`src/rlc_consts.svh`:
```
// Purpose: constants for the redriver lane control block
// Assumes: 100 MHz clk_sys, straps arrive as comparator thermometer codes
// Notes: timing figures are kept in their own unit, counts derived
//
// Notes on behaviour
// - mode strap at L0 means settings come from the strap inputs.
// - first equalization pair drives channels 0-3, second pair channels 4-7.
// - equalization index is four times high level plus low level, 0..15.
// - first gain strap sets channels 0-3, second sets 4-7; L3 default.
// - detection starts at power-up, power-down release in pin mode, software.
// - any change on either crosspoint select restarts detection.
// - first power-down input owns group 0-3, second owns group 4-7.
// - detect config L0 with power-down low: no detection, always 50 ohm.
// - with detection enabled, poll termination about every 150 us.
// - detection enabled: high impedance before detection, 50 ohm after.
// - only first power-down high: reset group 0-3 path, high impedance.
// - only second power-down high: reset group 4-7 path, high impedance.
// - both power-down inputs high: standby, all channels high impedance.
// - detect config L1 to L3, power-down low: active PCI Express mode.
// - detect config L0, power-down low: active buffer mode, detection off, equalizer on.
// - four 2x2 crosspoints, one select per group, straight or crossed.
// - each four-level strap decodes to L0..L3, L3 being a floating pin.
// - four-level straps are sampled once at power-up, later changes ignored.
// - the mode strap is also accepted while running.
// - mode strap at L1 selects self-load from external memory.
`ifndef RLC_CONSTS_SVH
`define RLC_CONSTS_SVH

// strap comparator thermometer codes
`define RLC_THERMO_L0 3'h0
`define RLC_THERMO_L1 3'h1
`define RLC_THERMO_L2 3'h3
`define RLC_THERMO_L3 3'h7

// decoded level codes
`define RLC_LVL_L0 2'h0
`define RLC_LVL_L1 2'h1
`define RLC_LVL_L2 2'h2
`define RLC_LVL_L3 2'h3

// timing
`define RLC_CLK_PERIOD_NS 10
`define RLC_POLL_US 150
`define RLC_POLL_CYCLES ((`RLC_POLL_US * 1000) / `RLC_CLK_PERIOD_NS)

// reset values
`define RLC_EQ_RST 4'h0
`define RLC_LVL_RST 2'h3

`endif

```
`src/rlc_pkg.sv`:
```
// Purpose: types shared by the redriver lane control block
// Assumes: nothing beyond the constants header
// Notes: detect states are one-hot
package rlc_pkg;

   typedef logic [1:0] rlc_level_type;

   typedef enum logic [4:0] {
      RLC_ST_OFF = 5'h01,
      RLC_ST_BUF = 5'h02,
      RLC_ST_POLL = 5'h04,
      RLC_ST_SENSE = 5'h08,
      RLC_ST_DONE = 5'h10
   } rlc_det_state_type;

endpackage : rlc_pkg

```
`src/rlc_lane_control.sv`:
```
// Purpose: strap decode, receiver detect, power-down and crosspoint control
// Assumes: straps are thermometer codes from divider comparators
// Notes: two channel groups, a covers 0-3 and b covers 4-7
`timescale 1ns/1ps
`include "rlc_consts.svh"

module rlc_lane_control
   import rlc_pkg::*;
#(
   parameter int POLL_CYCLES = `RLC_POLL_CYCLES
) (
   input wire logic clk_sys, // 100 MHz system clock
   input wire logic resetn, // async reset, low active
   input wire logic [2:0] mode_strap, // mode strap, thermometer
   input wire logic [2:0] eq_high_level_grp_a, // eq high strap, group a
   input wire logic [2:0] eq_low_level_grp_a, // eq low strap, group a
   input wire logic [2:0] eq_high_level_grp_b, // eq high strap, group b
   input wire logic [2:0] eq_low_level_grp_b, // eq low strap, group b
   input wire logic [2:0] flat_gain_grp_a, // gain strap, group a
   input wire logic [2:0] flat_gain_grp_b, // gain strap, group b
   input wire logic [2:0] termination_detect_cfg, // detect config strap
   input wire logic powerdown_grp_a, // power-down, group a
   input wire logic powerdown_grp_b, // power-down, group b
   input wire logic xpoint_select_grp_a, // crosspoint select, group a
   input wire logic xpoint_select_grp_b, // crosspoint select, group b
   input wire logic [3:0] sw_eq_index_grp_a, // programmed eq, group a
   input wire logic [3:0] sw_eq_index_grp_b, // programmed eq, group b
   input wire logic [1:0] sw_flat_gain_grp_a, // programmed gain, a
   input wire logic [1:0] sw_flat_gain_grp_b, // programmed gain, b
   input wire logic sw_detect_restart, // one-cycle restart pulse
   input wire logic term_sense_grp_a, // far-end termination seen, a
   input wire logic term_sense_grp_b, // far-end termination seen, b
   output logic [3:0] eq_index_grp_a, // linear_equalizer index, a
   output logic [3:0] eq_index_grp_b, // linear_equalizer index, b
   output logic [1:0] gain_level_grp_a, // flat gain level, a
   output logic [1:0] gain_level_grp_b, // flat gain level, b
   output logic [1:0] mode_level, // decoded mode level
   output logic pin_mode, // settings from straps
   output logic self_load_mode, // load from external memory
   output logic detect_probe_grp_a, // termination probe pulse, a
   output logic detect_probe_grp_b, // termination probe pulse, b
   output logic term_50ohm_grp_a, // 1: 50 ohm, 0: high impedance
   output logic term_50ohm_grp_b, // 1: 50 ohm, 0: high impedance
   output logic path_reset_grp_a, // signal path held in reset, a
   output logic path_reset_grp_b, // signal path held in reset, b
   output logic standby, // power-saving standby
   output logic active_pcie, // active PCI Express mode
   output logic active_buffer, // active buffer mode
   output logic xpoint_cross_grp_a, // 1: crossed, 0: straight, a
   output logic xpoint_cross_grp_b // 1: crossed, 0: straight, b
);

   localparam int CW = $clog2(POLL_CYCLES + 1);
   localparam logic [CW-1:0] POLL_LAST = CW'(POLL_CYCLES - 1);
   localparam int NSTRAP = 6;

   // thermometer to level; a broken code reads as floating
   function automatic rlc_level_type lvl_decode(input logic [2:0] t);
      rlc_level_type l;
      l = `RLC_LVL_L3;
      case (t)
         `RLC_THERMO_L0: l = `RLC_LVL_L0;
         `RLC_THERMO_L1: l = `RLC_LVL_L1;
         `RLC_THERMO_L2: l = `RLC_LVL_L2;
         `RLC_THERMO_L3: l = `RLC_LVL_L3;
         default: l = `RLC_LVL_L3;
      endcase
      return l;
   endfunction : lvl_decode

   // strap order: eq high a, eq low a, eq high b, eq low b, gain a, gain b
   logic [2:0] strap_raw [NSTRAP];
   rlc_level_type strap_lvl [NSTRAP];
   rlc_level_type strap_q [NSTRAP];
   rlc_level_type det_cfg_q;
   logic captured_q;

   assign strap_raw[0] = eq_high_level_grp_a;
   assign strap_raw[1] = eq_low_level_grp_a;
   assign strap_raw[2] = eq_high_level_grp_b;
   assign strap_raw[3] = eq_low_level_grp_b;
   assign strap_raw[4] = flat_gain_grp_a;
   assign strap_raw[5] = flat_gain_grp_b;

   // straps caught once, on the first edge after reset release
   genvar s;
   generate
      for (s = 0; s < NSTRAP; s++) begin : g_strap
         assign strap_lvl[s] = lvl_decode(strap_raw[s]);
         always_ff @(posedge clk_sys or negedge resetn) begin
            if (!resetn) begin
               strap_q[s] <= `RLC_LVL_RST;
            end else if (!captured_q) begin
               strap_q[s] <= strap_lvl[s];
            end
         end
      end
   endgenerate

   // capture flag and detect config strap, frozen after power-up
   always_ff @(posedge clk_sys or negedge resetn) begin
      if (!resetn) begin
         captured_q <= 1'b0;
         det_cfg_q <= `RLC_LVL_RST;
      end else if (!captured_q) begin
         captured_q <= 1'b1;
         det_cfg_q <= lvl_decode(termination_detect_cfg);
      end
   end

   // mode strap stays live, unlike the rest
   rlc_level_type mode_d;
   rlc_level_type mode_q;
   wire pin_mode_d = (mode_d == `RLC_LVL_L0);
   wire self_load_d = (mode_d == `RLC_LVL_L1);
   assign mode_d = lvl_decode(mode_strap);

   // settings source: straps in pin mode, programmed values otherwise
   wire [3:0] strap_eq_a = {strap_q[0], strap_q[1]};
   wire [3:0] strap_eq_b = {strap_q[2], strap_q[3]};
   wire [3:0] eq_a_d = pin_mode_d ? strap_eq_a : sw_eq_index_grp_a;
   wire [3:0] eq_b_d = pin_mode_d ? strap_eq_b : sw_eq_index_grp_b;
   wire [1:0] gain_a_d = pin_mode_d ? strap_q[4] : sw_flat_gain_grp_a;
   wire [1:0] gain_b_d = pin_mode_d ? strap_q[5] : sw_flat_gain_grp_b;

   logic [3:0] eq_a_q;
   logic [3:0] eq_b_q;
   logic [1:0] gain_a_q;
   logic [1:0] gain_b_q;
   logic pin_mode_q;
   logic self_load_q;

   // registered settings; gain resets to the floating default
   always_ff @(posedge clk_sys or negedge resetn) begin
      if (!resetn) begin
         mode_q <= `RLC_LVL_RST;
         eq_a_q <= `RLC_EQ_RST;
         eq_b_q <= `RLC_EQ_RST;
         gain_a_q <= `RLC_LVL_RST;
         gain_b_q <= `RLC_LVL_RST;
         pin_mode_q <= 1'b0;
         self_load_q <= 1'b0;
      end else begin
         mode_q <= mode_d;
         eq_a_q <= eq_a_d;
         eq_b_q <= eq_b_d;
         gain_a_q <= gain_a_d;
         gain_b_q <= gain_b_d;
         pin_mode_q <= pin_mode_d;
         self_load_q <= self_load_d;
      end
   end

   // crosspoint selects, and the previous value to spot a change
   logic [1:0] xsel_q;
   wire [1:0] xsel_in = {xpoint_select_grp_b, xpoint_select_grp_a};
   wire xsel_change = captured_q && (xsel_in != xsel_q);

   always_ff @(posedge clk_sys or negedge resetn) begin
      if (!resetn) begin
         xsel_q <= 2'h0;
      end else begin
         xsel_q <= xsel_in;
      end
   end

   // group-wide conditions
   wire [1:0] pd_in = {powerdown_grp_b, powerdown_grp_a};
   wire [1:0] term_in = {term_sense_grp_b, term_sense_grp_a};
   wire det_en = (det_cfg_q != `RLC_LVL_L0);
   wire both_pd = &pd_in;
   wire no_pd = ~|pd_in;

   logic [1:0] pd_q;
   logic [1:0] probe_q;
   logic [1:0] term50_q;
   logic [1:0] preset_q;

   // per group detect machine; a group in power-down forgets its result
   genvar g;
   generate
      for (g = 0; g < 2; g++) begin : g_grp
         rlc_det_state_type st_q;
         rlc_det_state_type st_d;
         logic [CW-1:0] cnt_q;
         logic [CW-1:0] cnt_d;
         // power-down release only counts as a trigger in pin mode
         wire pd_release = pd_q[g] && !pd_in[g] && pin_mode_d;
         wire restart = pd_release || sw_detect_restart || xsel_change;
         wire wait_done = (cnt_q == POLL_LAST);

         // next state; power-down wins over every trigger
         always_comb begin
            st_d = st_q;
            cnt_d = cnt_q;
            if (!captured_q || pd_in[g]) begin
               st_d = RLC_ST_OFF;
               cnt_d = '0;
            end else if (!det_en) begin
               st_d = RLC_ST_BUF;
               cnt_d = '0;
            end else if (restart) begin
               st_d = RLC_ST_POLL;
               cnt_d = '0;
            end else begin
               case (st_q)
                  RLC_ST_OFF: begin
                     st_d = RLC_ST_POLL;
                  end
                  RLC_ST_BUF: begin
                     st_d = RLC_ST_POLL;
                  end
                  RLC_ST_POLL: begin
                     st_d = RLC_ST_SENSE;
                     cnt_d = '0;
                  end
                  RLC_ST_SENSE: begin
                     // count the gap from the probe onward
                     if (term_in[g]) begin
                        st_d = RLC_ST_DONE;
                     end else if (wait_done) begin
                        st_d = RLC_ST_POLL;
                     end else begin
                        cnt_d = cnt_q + CW'(1);
                     end
                  end
                  RLC_ST_DONE: begin
                     st_d = RLC_ST_DONE;
                  end
                  default: begin
                     st_d = RLC_ST_OFF;
                  end
               endcase
            end
         end

         // state, counter and per-group outputs
         always_ff @(posedge clk_sys or negedge resetn) begin
            if (!resetn) begin
               st_q <= RLC_ST_OFF;
               cnt_q <= '0;
               pd_q[g] <= 1'b0;
               probe_q[g] <= 1'b0;
               term50_q[g] <= 1'b0;
               preset_q[g] <= 1'b0;
            end else begin
               st_q <= st_d;
               cnt_q <= cnt_d;
               pd_q[g] <= pd_in[g];
               probe_q[g] <= (st_d == RLC_ST_POLL);
               term50_q[g] <= (st_d == RLC_ST_DONE) ||
                              (st_d == RLC_ST_BUF);
               preset_q[g] <= pd_in[g];
            end
         end
      end
   endgenerate

   // device-wide mode flags
   logic standby_q;
   logic pcie_q;
   logic buffer_q;
   logic [1:0] xcross_q;

   always_ff @(posedge clk_sys or negedge resetn) begin
      if (!resetn) begin
         standby_q <= 1'b0;
         pcie_q <= 1'b0;
         buffer_q <= 1'b0;
         xcross_q <= 2'h0;
      end else begin
         standby_q <= both_pd;
         pcie_q <= captured_q && no_pd && det_en;
         buffer_q <= captured_q && no_pd && !det_en;
         xcross_q <= xsel_in;
      end
   end

   // outputs, each straight from a flop
   assign eq_index_grp_a = eq_a_q;
   assign eq_index_grp_b = eq_b_q;
   assign gain_level_grp_a = gain_a_q;
   assign gain_level_grp_b = gain_b_q;
   assign mode_level = mode_q;
   assign pin_mode = pin_mode_q;
   assign self_load_mode = self_load_q;
   assign detect_probe_grp_a = probe_q[0];
   assign detect_probe_grp_b = probe_q[1];
   assign term_50ohm_grp_a = term50_q[0];
   assign term_50ohm_grp_b = term50_q[1];
   assign path_reset_grp_a = preset_q[0];
   assign path_reset_grp_b = preset_q[1];
   assign standby = standby_q;
   assign active_pcie = pcie_q;
   assign active_buffer = buffer_q;
   assign xpoint_cross_grp_a = xcross_q[0];
   assign xpoint_cross_grp_b = xcross_q[1];

endmodule : rlc_lane_control

```
`config.mk`:
```
export PLATFORM = sky130hd
export DESIGN_NAME = rlc_lane_control
export DESIGN_NICKNAME = d
export VERILOG_FILES = /design/src/rlc_pkg.sv /design/src/rlc_lane_control.sv
export VERILOG_INCLUDE_DIRS = /design/src
export SDC_FILE = /design/constraint.sdc
export NUM_CORES = 1
export LEC_CHECK = 0
export BUFFER_PORTS_ARGS = -buffer_cell sky130_fd_sc_hd__buf_2
export CORE_ASPECT_RATIO = 0.9
export CORE_UTILIZATION = 59
export DETAILED_ROUTE_END_ITERATION = 10
export GPL_TIMING_DRIVEN = 0
export PLACE_DENSITY_LB_ADDON = 0.08
export SYNTH_ARGS = -nofsm -noshare
export SYNTH_HDL_FRONTEND = slang
export SYNTH_SLANG_ARGS = --single-unit
```
`constraint.sdc`:
```
create_clock -name clk_sys -period 5 [get_ports clk_sys]
set_input_delay 1.25 -clock clk_sys [delete_from_list [all_inputs] [get_ports clk_sys]]
set_output_delay 1.25 -clock clk_sys [all_outputs]
set_load 0.005 [all_outputs]
```
==> results.cfg, run 1 <==
[outcome]
status = finished, violations left
violations = DRC

[synth]
synth-simple-area-share_pct = 23.5
synth_edf_count = 0
synth_area_um2 = 3640
async_flop_share_pct = 100
ys_seq_elements = 80
ys_seq_area_share_pct = 55.8
synth_mux_area_share_pct = 3.99
syn_nets = 395
synth_area_leader_cell = dfrtp_1
synth.area.top_cells = dfrtp_1 (40%), dfstp_2 (16%), xnor2_1 (5.8%), nor2_1 (5.3%), mux2_2 (3.7%)
synth_ff_type = dfrtp_1
syn_inst = 348
synth_top_area_share_pct = 39.9
ys_warn_count = 0
synth_xor_area_share_pct = 8.91
synth_compound_area_share_pct = 5.33
synthAdderAreaFrac_pct = 0.688
synth_top_family_by_area = simple AND/OR/NAND/NOR gates
yosysUniqueCellTypes = 45
synth.avg_cell_area_um2 = 10.5

[timing]
worst_slew_pin_slew_ps = 887
clock_skew_ps = 8.51
finalSetupTns_ps = 0
relSlewSlack_pct = 40.4
fin_crit_sh_pct = 60.6
rsz0062_at_grt = false
setup_viol = 0
fmax_ghz = 0.330
fin_crit_ps = 3030
finalHoldViolCount = 0
maxSlewViolCount = 0
hold_ws_ps = 488

[floorplanning]
core_area_um2 = 5820
initial_core_util_pct = 62.5
dieHeight_um = 76.5
design.die.area_um2 = 6490
fp.dieW_um = 84.8
pin_count = 72
rows = 26

[route]
drc = 1
via_per_inst = 5.53
drtAntennaViolNets = 0
first_pass_iters = 9
num_vias = 2800
drtIter0Drc = 170
wire_per_inst_um = 14.5
drt-total-wl_um = 7320

[setup_path]
crit_path_end_kind = register
cp_max_fo = 10
arrival_ps = 3240
critPathRequiredTime_ps = 5210
start_kind = primary input
critical_path_class = in -> reg
reg2reg_slack_ps = 2500

[grt]
grt_pass1_vias = 2713
grt_max_degree = 64
gr-total-overflow = 0
grt_pass1_wl_um = 12700
grt_usage_pct = 25.2
antenna_found_initial = 0

[clock_tree]
cts_buffers = 9
cts_tree = yes
clk_path_buf_depth = 2
worstSkewPairLatency_ps = 350
cts.clk_slew.worst_paths_ps = 80
post-cts-setup-buffer-count = 0
clock_sinks = 80
cts_resized = 0
postCtsHoldBufs = 0
htreeDepth = 3
root_buffer = clkbuf_8

[hold_path]
hold_class = reg -> reg

[finish]
antenna_cells = 0
fin_util_pct = 74.5
drive_above_1_share_pct = 29.6
areaGrowthSynthToFinish_pct = 19.2
fin_nets = 478
multi_input_area_um2 = 1550
design_area_um2 = 4340
nFillCells = 421
final-seq-area_um2 = 2030

[power_and_ir_drop]
p_per_area_nw_per_um2 = 308
vdd_drop_max_uv = 196
leakagePower_uw = 0.00186

[job]
drv_cap = 0

[placed_design]
gp_congestion = 0.845
dpl-instance-area_um2 = 4110
port-buffer-count = 71
hpwl_um = 5120
[sequential cells by signal (all words and copies together) (netlist names), 2 cells and up]
signal and count:
strap_q 4, eq_index_grp_a 4, g_grp.cnt_q 28, g_grp.st_q 10, eq_index_grp_b 4, det_cfg_q 2, strap_eq_b 4, mode_level 2
gain_level_grp_a 2, xcross_q 2, strap_eq_a 4, gain_level_grp_b 2
[routing by layer]
layer,vias to the layer above,GRT usage (%),wire length (um)
met5,-,0,0
met4,0,5.59,63
met3,9,8.88,392
met2,87,37.9,3400
met1,1349,35.3,3460
li1,1355,-,-
[cell usage after synthesis (2+ instances only)]
cell type	n
and2_1	2
xnor2_1	24
dfrtp_1	58
nor2_1	51
nand2_1	33
clkbuf_1	7
a21oi_1	6
a31oi_1	3
nand4bb_1	2
or2_2	3
o21ai_0	18
o31ai_1	3
nor3b_1	6
nor3_1	13
and3_1	3
mux2_2	12
nor4_1	8
or4_1	2
nand2b_1	6
nor2b_1	3
and4b_1	2
nand3_1	13
xor2_1	13
or3_1	3
ha_1	2
dfstp_2	22
nand4_1	6
inv_1	7
[worst max-delay path, cell delays in order]
cell	delay, ps
buf_2	110
nor3_1	730
nand2_1	170
or3b_1	290
nand2b_1	210
clkbuf_1	380
nor2_1	100
[kinds of logic after synthesis]
kind of cell	after synthesis
xor+xnor	37
buf+inv	15
other cells	1
fa+ha+maj	2
mux	13
simple gates	166
compound gates	34
flops	80
[stage by stage]
stage	worst slack [ps]	total power (uW)	std cells
after floorplan	2340	757	348
after global routing	1820	1400	506
after CTS	1960	1350	506
after global placement	1610	814	489
final	1970	1340	506
after detailed placement	1610	821	490
[report_power, final]
group | switching (uW) | internal [uW]
clock | 218 | 308
sequential | 13.8 | 686
combinational | 59.1 | 50.1
total | 291 | 1040
[layout make-up]
type / instances / share of cell area [%]
Timing Repair Buffer: 72 / 8.89
Clock buffer: 13 / 3.67
Multi-Input combinational cell: 253 / 35.6
Tap cell: 70 / 2.02
Sequential cell: 80 / 46.8
Inverter: 7 / 0.606
Clock inverter: 3 / 1.50
Buffer: 8 / 0.866
[final timing paths]
kind,startpoint,cells past startpoint,end
worst max-delay path,mode_strap[2],7,g_grp[0].cnt_q[10]$_DFFE_PN0P_
worst min register to register,det_cfg_q[1]$_DFFE_PN1N_,2,det_cfg_q[1]$_DFFE_PN1N_
worst min-delay path,det_cfg_q[1]$_DFFE_PN1N_,2,det_cfg_q[1]$_DFFE_PN1N_
min in group asynchronous,resetn,1,g_grp[0].st_q[1]$_DFF_PN0_
max in group asynchronous,resetn,2,g_grp[1].st_q[0]$_DFF_PN1_
worst max register to register,det_cfg_q[1]$_DFFE_PN1N_,7,g_grp[1].cnt_q[4]$_DFFE_PN0P_
[cell usage in the layout (no fill, tap or decap), types with 7 or more instances in the layout]
| cell | Yosys | routed |
|---|---|---|
| o21ai_0 | 18 | 18 |
| dfrtp_1 | 58 | 58 |
| clkbuf_8 | 0 | 11 |
| nor4_1 | 8 | 8 |
| nor2_1 | 51 | 51 |
| buf_2 | 0 | 70 |
| xor2_1 | 13 | 13 |
| nor3_1 | 13 | 13 |
| inv_1 | 7 | 7 |
| clkbuf_1 | 7 | 9 |
| xnor2_1 | 24 | 24 |
| mux2_2 | 12 | 12 |
| nand2_1 | 33 | 33 |
| dfstp_2 | 22 | 22 |
| nand3_1 | 13 | 13 |
Power figures use the tool's default switching activity.
==> inputs of run 2 (changes only) <==
--- a/config.mk
+++ b/config.mk
@@ -8,7 +8,7 @@
 export LEC_CHECK = 0
 export BUFFER_PORTS_ARGS = -buffer_cell sky130_fd_sc_hd__buf_2
 export CORE_ASPECT_RATIO = 0.9
-export CORE_UTILIZATION = 59
+export CORE_UTILIZATION = 55
 export DETAILED_ROUTE_END_ITERATION = 10
 export GPL_TIMING_DRIVEN = 0
 export PLACE_DENSITY_LB_ADDON = 0.08
==> constraint.sdc (replaced) <==
create_clock -name clk_sys -period 3.05 [get_ports clk_sys]
set_input_delay 0.7625 -clock clk_sys [delete_from_list [all_inputs] [get_ports clk_sys]]
set_output_delay 0.7625 -clock clk_sys [all_outputs]
set_load 0.005 [all_outputs]
==> results.cfg, run 2 (synthesis results as in run 1) <==
[outcome]
status = finished, final reports clean

[route]
drtAntennaViolNets = 0
wire_per_inst_um = 13.7
via_per_inst = 5.21
drt-total-wl_um = 7180
first_pass_iters = 4
num_vias = 2724
drtIter0Drc = 152
drc = 0

[timing]
fin_crit_ps = 2480
fmax_ghz = 0.403
hold_ws_ps = 331
maxSlewViolCount = 0
rsz0062_at_grt = false
clock_skew_ps = 4.44
setup_viol = 0
relSlewSlack_pct = 46.3
fin_crit_sh_pct = 81.3
finalSetupTns_ps = 0
finalHoldViolCount = 0
worst_slew_pin_slew_ps = 798

[floorplanning]
design.die.area_um2 = 6950
initial_core_util_pct = 58.2
fp.dieW_um = 87.7
core_area_um2 = 6250
rows = 27
dieHeight_um = 79.2
pin_count = 72

[setup_path]
cpMaxStageDelayCell = nor3b_1
crit_path_end_kind = register
arrival_ps = 2750
start_kind = register
crit_chain = or2_1 -> clkbuf_1 -> nand2b_1 -> nor3b_1 -> nand2_1 -> clkbuf_1 -> nor2_1
cp.buffers_inverters = 2
critPathRequiredTime_ps = 3320
critical-path-top-delay-family = simple AND/OR/NAND/NOR gates
critical_path_class = reg -> reg
crit_top_cell = clkbuf_1
cp_max_fo = 10
reg2reg_slack_ps = 570
slowest_delay_ps = 660

[finish]
drive_above_1_share_pct = 29.8
reg_top3 = g_grp.cnt_q: 28 flops, g_grp.st_q: 10 flops
final_common_cell = buf_2
areaGrowthSynthToFinish_pct = 18.6
largest_register_ffs = 28
final_cell_mix = buf_2 (70), dfrtp_1 (58), nor2_1 (51)
antenna_cells = 0
fin_util_pct = 69.1
fin_nets = 478
regMostFlops = g_grp.cnt_q

[grt]
grt_pass1_vias = 2668
antenna_found_initial = 0
grt_max_degree = 53
grt_usage_pct = 23.4
gr-total-overflow = 0
grt_pass1_wl_um = 12300

[power_and_ir_drop]
internal-power_uw = 1570
p_sw_uw = 477
leakagePower_uw = 0.00184
p_per_area_nw_per_um2 = 473
p_comb_share_pct = 8.8
p_seq_share_pct = 56.1
vdd_drop_max_uv = 356
clock_power_share_pct = 35.1
swShare_pct = 23.3

[clock_tree]
cts_tree = yes
cts_resized = 0
clock_sinks = 80
worstSkewPairLatency_ps = 350
clk_path_buf_depth = 2
htreeDepth = 3
root_buffer = clkbuf_8
postCtsHoldBufs = 0
cts.clk_slew.worst_paths_ps = 80
cts_buffers = 9
post-cts-setup-buffer-count = 0

[placed_design]
port-buffer-count = 71
hpwl_um = 5270
gp_congestion = 0.829

[job]
drv_cap = 0

[hold_path]
hold_class = in -> async
## run 2: per-layer routing
metal / GRT usage, % / share of wire (%)
met1: 30.9 / 47
met2: 36.7 / 46
met3: 7.59 / 5.2
met4: 6.89 / 1.1
met5: 0 / 0
## run 2: stage by stage
step,total power (uW),instances,setup slack [ps],instance area (um^2)
final,2040,523,571,4320
after global routing,2140,523,358,4320
after CTS,2070,523,569,4320
after detailed placement,1350,507,233,4130
after global placement,1340,506,255,4100
after floorplan,1240,348,874,3640
## run 2: final cells by class
cell class | instances | area (um^2)
sequential | 80 | 2030
multi-input combinational | 253 | 1550
fill | 498 | 1930
inverter | 7 | 26.3
clock inverter | 3 | 15.0
tap | 87 | 109
timing repair buffer | 72 | 385
clock buffer | 13 | 169
buffer | 8 | 37.5
## run 2: worst paths after layout
| check | startpoint | end | depth (start not counted) |
|---|---|---|---|
| max in group asynchronous | resetn | g_grp[1].st_q[0]$_DFF_PN1_ | 2 |
| setup reg to reg | det_cfg_q[1]$_DFFE_PN1N_ | g_grp[1].cnt_q[3]$_DFFE_PN0P_ | 7 |
| hold reg to reg | det_cfg_q[0]$_DFFE_PN1N_ | det_cfg_q[0]$_DFFE_PN1N_ | 2 |
| hold / removal | resetn | g_grp[0].cnt_q[11]$_DFFE_PN0P_ | 1 |
| min in group clk_sys | det_cfg_q[0]$_DFFE_PN1N_ | det_cfg_q[0]$_DFFE_PN1N_ | 2 |
| setup / recovery | det_cfg_q[1]$_DFFE_PN1N_ | g_grp[1].cnt_q[3]$_DFFE_PN0P_ | 7 |
## run 2: power groups by stage
stage / Combinational [uW] / Sequential (uW) / Clock (uW)
4_1_cts: 183 / 1140 / 737
5_1_grt: 204 / 1150 / 789
6_report: 179 / 1150 / 717
2_1_floorplan: 77.7 / 1160 / 0
3_3_place_gp: 173 / 1160 / 0
3_5_place_dp: 183 / 1160 / 0
